$ cat src/scl_pkg.sv
package scl_pkg;

  // Clock rate of mclk
  localparam int unsigned CLK_MHZ = 100;

  // Advertisement-change debounce time, in microseconds
  localparam int unsigned ADVERT_DEBOUNCE_US = 10;
  localparam int unsigned ADVERT_DEBOUNCE_CYC =
    (ADVERT_DEBOUNCE_US * CLK_MHZ < 1) ? 1 : ADVERT_DEBOUNCE_US * CLK_MHZ;

  // Deadline for cutting draw after a lower advertisement, in microseconds
  localparam int unsigned REDUCE_DEADLINE_US = 40;
  localparam int unsigned REDUCE_DEADLINE_CYC =
    (REDUCE_DEADLINE_US * CLK_MHZ < 1) ? 1 : REDUCE_DEADLINE_US * CLK_MHZ;

  // Current ceilings in milliamps
  localparam int unsigned MA_W = 12;
  localparam logic [MA_W-1:0] DEFAULT_LIMIT_MA = 12'h1F4;
  localparam logic [MA_W-1:0] MID_LIMIT_MA = 12'h5DC;
  localparam logic [MA_W-1:0] HIGH_LIMIT_MA = 12'hBB8;
  localparam logic [MA_W-1:0] PASSTHROUGH_LIMIT_MA = 12'h9C4;

  // Sensed configuration-channel voltage range, as coded by the comparators
  typedef enum logic [1:0] {
    SCL_RANGE_DEFAULT = 2'h0,
    SCL_RANGE_MID = 2'h1,
    SCL_RANGE_HIGH = 2'h2,
    SCL_RANGE_NONE = 2'h3
  } scl_range_t;

  // Current sub-states, one-hot
  typedef enum logic [3:0] {
    SCL_IDLE = 4'h1,
    SCL_DEFAULT = 4'h2,
    SCL_MID = 4'h4,
    SCL_HIGH = 4'h8
  } scl_state_t;

  // Grant shown to the load switch
  typedef struct packed {
    scl_state_t substate;
    logic [MA_W-1:0] limit_ma;
    logic reducing;
  } scl_grant_t;

  // Attach and power conditions from the port controller
  typedef struct packed {
    logic sink_attached_state;
    logic passthrough_sink_attached_state;
    logic vbus_default;
    logic pd_contract;
  } scl_link_t;

endpackage : scl_pkg

$ cat src/scl_current_fsm.sv
`timescale 1ns/1ps

// Function
// - Run only when attached on default VBUS
// - Enter default sub-state on attach
// - Later sub-states follow advertised level; mid to high also needs high_current_enable
// - Leave sub-states on VBUS loss or contract
// - Low-power sink may stay in default
// - Default sub-state limits draw to default
// - Default sub-state monitors voltage if wanting more
// - Act only after range stable for debounce
// - Debounced mid or high raises sub-state
// - Mid sub-state limits draw to 1.5 A
// - Mid and high sub-states keep monitoring
// - Default range drops to default within deadline
// - High sub-state limits draw to 3.0 A
// - Mid range from high drops within deadline
// - Passthrough sink adds tighter current ceiling
module scl_current_fsm #(
  parameter int unsigned DEBOUNCE_CYC = scl_pkg::ADVERT_DEBOUNCE_CYC,
  parameter int unsigned REDUCE_CYC = scl_pkg::REDUCE_DEADLINE_CYC,
  parameter logic [scl_pkg::MA_W-1:0] PASSTHROUGH_MA = scl_pkg::PASSTHROUGH_LIMIT_MA
) (
  input wire logic mclk,
  input wire logic rst,
  input wire scl_pkg::scl_link_t link,
  input wire logic [1:0] sensed_cc_voltage,
  input wire logic high_current_enable,
  output scl_pkg::scl_grant_t grant,
  output logic advert_change_pulse,
  output logic raise_withheld
);

  localparam int unsigned DB_W = $clog2(DEBOUNCE_CYC + 1);
  localparam int unsigned RD_W = $clog2(REDUCE_CYC + 1);
  localparam logic [DB_W-1:0] DB_LAST = DB_W'(DEBOUNCE_CYC);
  localparam logic [RD_W-1:0] RD_LAST = RD_W'(REDUCE_CYC);

  // Comparator outputs are asynchronous to mclk
  logic [1:0] cc_meta_r;
  logic [1:0] cc_sync_r;

  scl_pkg::scl_state_t state_r;
  scl_pkg::scl_state_t state_nxt;
  logic [1:0] cand_r;
  logic [DB_W-1:0] db_cnt_r;
  logic [DB_W-1:0] db_cnt_nxt;
  logic [RD_W-1:0] rd_cnt_r;
  logic [RD_W-1:0] rd_cnt_nxt;
  scl_pkg::scl_grant_t grant_r;
  scl_pkg::scl_grant_t grant_nxt;
  logic advert_change_r;
  logic raise_withheld_r;

  wire logic attached;
  wire logic active;
  wire logic in_idle;
  wire logic in_default;
  wire logic in_mid;
  wire logic in_high;
  wire logic monitor_en;
  wire logic range_moved;
  wire logic stable;
  wire logic seen_default;
  wire logic seen_mid;
  wire logic seen_high;
  wire logic go_default;
  wire logic go_mid;
  wire logic go_high;
  wire logic drop;
  wire logic raise_blocked;
  wire logic [scl_pkg::MA_W-1:0] state_ma;
  wire logic [scl_pkg::MA_W-1:0] capped_ma;
  wire logic nxt_high;
  wire logic nxt_mid;
  wire logic over_cap;
  wire logic substate_moves;
  wire logic code_wants_more;

  // First stage may go metastable; only the second stage is read
  always_ff @(posedge mclk) begin
    if (rst) begin
      cc_meta_r <= 2'h0;
    end else begin
      cc_meta_r <= sensed_cc_voltage;
    end
  end

  always_ff @(posedge mclk) begin
    if (rst) begin
      cc_sync_r <= 2'h0;
    end else begin
      cc_sync_r <= cc_meta_r;
    end
  end

  assign attached = link.sink_attached_state | link.passthrough_sink_attached_state;
  // exit on VBUS loss or contract
  assign active = attached & link.vbus_default & ~link.pd_contract;

  assign in_idle = (state_r == scl_pkg::SCL_IDLE);
  assign in_default = (state_r == scl_pkg::SCL_DEFAULT);
  assign in_mid = (state_r == scl_pkg::SCL_MID);
  assign in_high = (state_r == scl_pkg::SCL_HIGH);

  // default watches only when more is wanted
  assign monitor_en = active & ((in_default & high_current_enable) | in_mid | in_high);

  // any new reading restarts the timer
  assign range_moved = (cc_sync_r != cand_r);
  // stable for the full debounce time
  assign stable = monitor_en & ~range_moved & (db_cnt_r == DB_LAST);

  assign seen_default = stable & (cand_r == scl_pkg::SCL_RANGE_DEFAULT);
  assign seen_mid = stable & (cand_r == scl_pkg::SCL_RANGE_MID);
  assign seen_high = stable & (cand_r == scl_pkg::SCL_RANGE_HIGH);

  // moves follow the debounced advertisement; raises also need high_current_enable
  // no raise unless high current is wanted
  assign go_mid = (in_default & seen_mid & high_current_enable) | (in_high & seen_mid);
  assign go_high = (in_default | in_mid) & seen_high & high_current_enable;
  // back to default from mid or high
  assign go_default = (in_mid | in_high) & seen_default;
  // high to mid is also a reduction
  assign drop = go_default | (in_high & seen_mid);

  // report a higher offer that is left unused
  assign code_wants_more = (cc_sync_r == scl_pkg::SCL_RANGE_MID) | (cc_sync_r == scl_pkg::SCL_RANGE_HIGH);
  assign raise_blocked = active & in_default & ~high_current_enable & ~range_moved & code_wants_more;

  // Counter stops at the last count so a settled reading stays accepted
  always_comb begin
    db_cnt_nxt = db_cnt_r;
    if (!monitor_en || range_moved) begin
      db_cnt_nxt = '0;
    end else if (db_cnt_r != DB_LAST) begin
      db_cnt_nxt = db_cnt_r + DB_W'(1);
    end
  end

  always_comb begin
    state_nxt = state_r;
    case (state_r)
      scl_pkg::SCL_IDLE: begin
        if (active) begin
          state_nxt = scl_pkg::SCL_DEFAULT;
        end
      end
      scl_pkg::SCL_DEFAULT: begin
        if (!active) begin
          state_nxt = scl_pkg::SCL_IDLE;
        end else if (go_high) begin
          state_nxt = scl_pkg::SCL_HIGH;
        end else if (go_mid) begin
          state_nxt = scl_pkg::SCL_MID;
        end
      end
      scl_pkg::SCL_MID: begin
        if (!active) begin
          state_nxt = scl_pkg::SCL_IDLE;
        end else if (go_high) begin
          state_nxt = scl_pkg::SCL_HIGH;
        end else if (go_default) begin
          state_nxt = scl_pkg::SCL_DEFAULT;
        end
      end
      scl_pkg::SCL_HIGH: begin
        if (!active) begin
          state_nxt = scl_pkg::SCL_IDLE;
        end else if (go_default) begin
          state_nxt = scl_pkg::SCL_DEFAULT;
        end else if (go_mid) begin
          state_nxt = scl_pkg::SCL_MID;
        end
      end
      default: begin
        state_nxt = scl_pkg::SCL_IDLE;
      end
    endcase
  end

  assign nxt_high = (state_nxt == scl_pkg::SCL_HIGH);
  assign nxt_mid = (state_nxt == scl_pkg::SCL_MID);
  // Ceiling follows the next state so it changes on the same edge as the grant
  assign state_ma = nxt_high ? scl_pkg::HIGH_LIMIT_MA :
    nxt_mid ? scl_pkg::MID_LIMIT_MA : scl_pkg::DEFAULT_LIMIT_MA;

  assign over_cap = link.passthrough_sink_attached_state & (state_ma > PASSTHROUGH_MA);
  assign capped_ma = over_cap ? PASSTHROUGH_MA : state_ma;

  // same deadline for high to mid
  always_comb begin
    rd_cnt_nxt = rd_cnt_r;
    if (!active) begin
      rd_cnt_nxt = '0;
    end else if (drop) begin
      rd_cnt_nxt = RD_LAST;
    end else if (rd_cnt_r != '0) begin
      rd_cnt_nxt = rd_cnt_r - RD_W'(1);
    end
  end

  always_comb begin
    grant_nxt.substate = state_nxt;
    grant_nxt.limit_ma = capped_ma;
    grant_nxt.reducing = (rd_cnt_nxt != '0);
  end

  // Pulse marks a move between live sub-states only, never attach or detach
  assign substate_moves = (state_nxt != state_r) & ~in_idle & active;

  always_ff @(posedge mclk) begin
    if (rst) begin
      state_r <= scl_pkg::SCL_IDLE;
    end else begin
      state_r <= state_nxt;
    end
  end

  // Candidate trails the synchronised code by one cycle to spot changes
  always_ff @(posedge mclk) begin
    if (rst) begin
      cand_r <= 2'h0;
    end else begin
      cand_r <= cc_sync_r;
    end
  end

  always_ff @(posedge mclk) begin
    if (rst) begin
      db_cnt_r <= '0;
    end else begin
      db_cnt_r <= db_cnt_nxt;
    end
  end

  always_ff @(posedge mclk) begin
    if (rst) begin
      rd_cnt_r <= '0;
    end else begin
      rd_cnt_r <= rd_cnt_nxt;
    end
  end

  // Grant is registered so the load switch sees clean levels
  always_ff @(posedge mclk) begin
    if (rst) begin
      grant_r <= '{substate: scl_pkg::SCL_IDLE, limit_ma: scl_pkg::DEFAULT_LIMIT_MA, reducing: 1'b0};
    end else begin
      grant_r <= grant_nxt;
    end
  end

  always_ff @(posedge mclk) begin
    if (rst) begin
      advert_change_r <= 1'b0;
    end else begin
      advert_change_r <= substate_moves;
    end
  end

  always_ff @(posedge mclk) begin
    if (rst) begin
      raise_withheld_r <= 1'b0;
    end else begin
      raise_withheld_r <= raise_blocked;
    end
  end

  assign grant = grant_r;
  assign advert_change_pulse = advert_change_r;
  assign raise_withheld = raise_withheld_r;

endmodule : scl_current_fsm

$ cat config.mk
export PLATFORM = sky130hd
export DESIGN_NAME = scl_current_fsm
export DESIGN_NICKNAME = d
export VERILOG_FILES = /design/src/scl_pkg.sv /design/src/scl_current_fsm.sv
export SDC_FILE = /design/constraint.sdc
export NUM_CORES = 1
export LEC_CHECK = 0
export BUFFER_PORTS_ARGS = -buffer_cell sky130_fd_sc_hd__buf_2
export CORE_UTILIZATION = 36
export DETAILED_ROUTE_END_ITERATION = 12
export PLACE_DENSITY = 0.51
export SLEW_MARGIN = 30
export SYNTH_ARGS = -nofsm -noshare
export SYNTH_HDL_FRONTEND = slang
export SYNTH_SLANG_ARGS = --single-unit
$ cat constraint.sdc
create_clock -name mclk -period 3.9 [get_ports mclk]
set_input_delay 0.39 -clock mclk [delete_from_list [all_inputs] [get_ports mclk]]
set_output_delay 0.39 -clock mclk [all_outputs]
set_load 0.05 [all_outputs]
# Yosys cells after proc, flatten, opt, wreduce, memory -nomap -nowiden
# Index checks and enable logic that the tools add are counted.
# word_totals
ff_bits	47
in_bits	9
out_inout_bits	19
word_cells	85
# op_classes
add_sub_neg	2
order_cmp	1
eq_ne	14
muxes	16
n_bitwise	34
reduce_logical	7
# ops
cell	count
two-way mux 12 bit	5
two-way mux 4 bit	9
nonzero test 12 bit	2
AND 1 bit	22
case mux 4 bit (4 select lines)	1
greater-than comparator 12 bit, second input constant	1
subtractor 12 x 1 -> 12 bit, second input constant	1
two-way mux 11 bit	1
adder 10 x 1 -> 10 bit, second input constant	1
== test 10 bit, second input constant	1
inequality test 10 bit, second input constant	1
== test 4 x 3 -> 1 bit, second input constant	2
== test 4 bit, second input constant	2
bitwise OR 1 bit	8
== test 2 x 1 -> 1 bit, second input constant	2
== test 2 bit, second input constant	2
== test 4 x 1 -> 1 bit, second input constant	1
== test 4 x 2 -> 1 bit, second input constant	1
inequality test 4 bit	1
NOT 1 bit	4
OR reduction 2 bit	2
logical NOT 2 bit	1
inequality test 2 bit	1
logical NOT 1 bit	1
logical OR 1 bit	1

# Logic depth before layout (Yosys ltp)
# depth
depth_word	21
depth_mapped	9
ltp_nobuf	9

# Worst setup path after synthesis
# Ideal clock, no wire load.
# synth_path
kind	register to register
from	reg, netlist name grant[14]
to	reg grant_r (netlist bit grant[4])
setup_time_ps	116
arrival_ps	2294
t_required_ps	3784
slack_ps	1489
path_stages_with_launch	9
path_buffers	1
synth_period_minus_slack_ps	2411
path_cell_list	dfxtp_1 clkbuf_1 o21ai_0 o31ai_1 or4_4 nor4b_4 o211ai_2 a21oi_1 a41o_1
# synth_lines
element	line_no	source
to (signal assigned)	scl_current_fsm.sv:248	grant_r <= '{substate: scl_pkg::SCL_IDLE, limit_ma: scl_pkg::DEFAULT_LIMIT_MA, reducing: 1'b0};
to (signal assigned)	scl_current_fsm.sv:250	grant_r <= grant_nxt;
to (decl)	scl_current_fsm.sv:50	scl_pkg::scl_grant_t grant_r;

# Worst setup path after layout
# layout_path
from	reg db_cnt_r[0]
to	reg grant_r (netlist bit grant[4])
# layout_via
elab_chain_len	16
word_cells_on_any_way	28
classes_between	order compare (1); eq/ne (3); mux (11); bitwise (12); reduce/logical (1)
# layout_rtl
element	line_no	source
from (decl)	scl_current_fsm.sv:46	logic [DB_W-1:0] db_cnt_r;
from (signal assigned)	scl_current_fsm.sv:233	db_cnt_r <= db_cnt_nxt;
== test 10 bit *	scl_current_fsm.sv:112	assign stable = monitor_en & ~range_moved & (db_cnt_r == DB_LAST);
AND 1 bit *	scl_current_fsm.sv:112	
AND 1 bit	scl_current_fsm.sv:115	assign seen_mid = stable & (cand_r == scl_pkg::SCL_RANGE_MID);
AND 1 bit (2 in series)	scl_current_fsm.sv:120	assign go_mid = (in_default & seen_mid & high_current_enable) | (in_high & seen_mid);
bitwise OR 1 bit	scl_current_fsm.sv:120	
two-way mux 4 bit	scl_current_fsm.sv:154, scl_current_fsm.sv:172	
two-way mux 4 bit, on equally long branches	scl_current_fsm.sv:170, scl_current_fsm.sv:152	
two-way mux 4 bit, on equally long branches	scl_current_fsm.sv:168, scl_current_fsm.sv:150	
case mux 4 bit (4 select lines) *	scl_current_fsm.sv:143	case (state_r)
== test 4 x 3 -> 1 bit	scl_current_fsm.sv:183	assign nxt_mid = (state_nxt == scl_pkg::SCL_MID);
two-way mux 11 bit	scl_current_fsm.sv:186	nxt_mid ? scl_pkg::MID_LIMIT_MA : scl_pkg::DEFAULT_LIMIT_MA;
two-way mux 12 bit *	scl_current_fsm.sv:185	assign state_ma = nxt_high ? scl_pkg::HIGH_LIMIT_MA :
greater-than comparator 12 bit	scl_current_fsm.sv:188	assign over_cap = link.passthrough_sink_attached_state & (state_ma > PASSTHROUGH_MA);
AND 1 bit	scl_current_fsm.sv:188	
OR reduction 2 bit (no line)	-	
# Every way passes the cells marked *; elsewhere a longest branch is shown, timed or not.
# A chain may end at the register's enable or synchronous reset.

==> flow_summary.ini <==
[die]
start_util_pct = 37.1
num_io_pins = 28
die_w_um = 80.1
row_count = 28
coreArea_mm2 = 0.00592
die_h_um = 80.1
die-area_mm2 = 0.00642

[clocking]
numCtsBuffers = 5
cts_tree = done
cts_hold_buffers = 0
cts_resized = 0
clock_latency_ps = 290
clockRootBuffer = clkbuf_8
clock-sinks = 42
cts_setup_buffers = 0
cts_buffer_depth = 2
path_clk_slew_ps = 80
cts_max_level = 2

[cells_and_area]
drive_above_1_share_pct = 18.3
area_growth_pct = 10.8
fin_util_pct = 41.1
final_nets = 290
diodes = 0
fillers = 613

[grt]
antenna_found_initial = 0
grt_usage_pct = 15.5
grt_pass1_wl_um = 7640
grt_start_max_net_pins = 15
grt_pass1_vias = 1603
grt_remaining_overflow = 0

[route]
viasPerCell = 5.12
drtAntennaViolNets = 0
wl_met3_um = 207
met2WireLength_um = 1980
drt_iter0_markers = 116
vias = 1808
top_layer = met4
met1_length_um = 2290
wl_per_cell_um = 12.8
routed_wl_um = 4520
post-route-drc-count = 0
first_pass_iters = 4

[yosys]
ys_warn_count = 0
synthArstFlopShare_pct = 0
synth_edf_count = 0
ys_ff_latch = 42
synth_top_area_cell = dfxtp_1
synth_top_cell_area_share_pct = 38.2
avgSynthCellArea_um2 = 8.55
ys.flop_type = dfxtp_1
yosys-top-cells-area = dfxtp_1 (38%), xnor2_1 (6.0%), nor2_1 (4.6%)
syn_inst = 257
yosysSeqAreaShare_pct = 38.2
syn_area_mm2 = 0.00220
netlist-cell-type-count = 59

[placed_design]
portBuffers = 23
pre_cts_ws_ps = 1410
gp_congestion = 0.894
dp_hpwl_um = 3340

[critical_path]
rrSetupSlack_ps = 1390
regToRegEndpoint = grant[4]
critPathMaxFanout = 4
required_ps = 4080
worstSetupStartpoint = db_cnt_r[0]
cp-end-kind = register
r2r_start = db_cnt_r[0]
startpoint_type = register
reg2reg_depth = 9
cp.arrival_ps = 2690
path_class = register to register

[status]
status = finished clean

[timing]
tns_ps = 0
finalHoldViolCount = 0
slew-limit-headroom_pct = 55.9
period_share_pct = 64.4
tightest_slew_ps = 656
rsz0062_at_grt = no
fin_worst_skew_ps = 10.3
drv_slew = 0
finalSetupViolCount = 0
setup_ws_ps = 1390
min_period_ps = 2510
fmax_mhz = 398

[power]
power.leakage_nw = 0.926
p_clk_share_pct = 14.3
p_int_mw = 1.33
p_sw_mw = 1.03
seqPwrFrac_pct = 23.3
swShare_pct = 43.7
p_per_area_mw_per_mm2 = 968
ir_worst_vdd_v = 0.000755
pwr-share-comb_pct = 62.5

[min_path]
hold_depth = 2
holdPathEnd = cc_meta_r[1]
min-delay-start = sensed_cc_voltage[1]
hp-class = input port to register

[flow_run]
drv_cap = 0
metal layers:
metal,GRT usage [%],vias up
li1,-,932
met1,21.9,822
met2,22.5,50
met3,3.98,4
met4,5.18,0
met5,0,-
state kept, by name (all words and copies together) (netlist names):
signal / cells
advert_change_pulse: 1
cc_meta_r: 2
cc_sync_r: 2
db_cnt_r: 10
raise_withheld: 1
grant: 12
cand_r: 2
rd_cnt_r: 12
cells by family after synthesis:
kind of cell,synth area share (%)
buffers and inverters,5.75
AND/OR/NAND/NOR,31.1
multiplexers,0.968
other,0.342
adder cells (fa/ha/maj),2.28
AO/OA/AOI/OAI,12.2
XOR/XNOR,9.16
flip-flops,38.2
worst max path at each step:
stage,to,slack [ps]
after floorplan,grant[4],1490
after global placement,grant[6],1440
after detailed placement,grant[4],1410
after CTS,grant[4],1380
after global routing,grant[0],1180
final,grant[4],1390
placed cells by master (no fill, tap or decap), types with 3 or more instances in the layout:
| master | count |
|---|---|
| a21oi_1 | 15 |
| buf_2 | 23 |
| clkbuf_8 | 5 |
| conb_1 | 4 |
| dfxtp_1 | 42 |
| ha_1 | 4 |
| inv_1 | 10 |
| nand2_1 | 24 |
| nand3_1 | 8 |
| nand4_1 | 5 |
| nor2_1 | 27 |
| nor2b_1 | 10 |
| nor3_1 | 17 |
| nor4_1 | 5 |
| o21ai_0 | 4 |
| or4_1 | 3 |
| xnor2_1 | 15 |
| xor2_1 | 8 |
cells in the mapped netlist (3+ instances only):
cell type  instances
nor3_1            17
nand2_1           24
buf_4              5
clkbuf_1           4
ha_1               4
xnor2_1           15
nand4_1            5
nor4_1             5
o21ai_0            4
nor2_1            27
inv_1             10
xor2_1             8
a21oi_1           15
dfxtp_1           42
or4_1              3
nor2b_1           10
nand3_1            8
cell type report:
type | instances | area [um^2] | area share, %
clock buffer | 5 | 68.8 | 2.83
timing repair buffer | 23 | 115 | 4.73
sequential | 42 | 841 | 34.5
inverter | 10 | 37.5 | 1.54
tap | 75 | 93.8 | 3.85
multi-input combinational | 195 | 1240 | 50.9
clock inverter | 3 | 40.0 | 1.64
power groups by stage:
stage | logic, mW | clock network [mW] | registers [mW]
after floorplan | 1.26 | 0 | 0.552
after global placement | 1.49 | 0 | 0.560
after detailed placement | 1.47 | 0 | 0.559
after CTS | 1.49 | 0.348 | 0.549
after global routing | 1.67 | 0.370 | 0.559
final | 1.47 | 0.336 | 0.548
metrics by stage:
stage	total power [mW]	cells	hold slack [ps]	instance area, um^2
6_report	2.36	353	311	2430
5_1_grt	2.60	353	289	2430
4_1_cts	2.38	353	297	2430
3_5_place_dp	2.03	345	429	2330
3_3_place_gp	2.05	345	419	2330
2_1_floorplan	1.81	259	414	2210
critical path, stage by stage (launching register included):
cell and delay (ps):
dfxtp_1 330, inv_1 100, ha_1 160, nand3b_1 100, or4_1 470, or4_4 460, nor4b_4 170, o211ai_2 270
a21oi_1 140, a41o_1 210
Note: power is estimated with default switching activity, not from simulation.
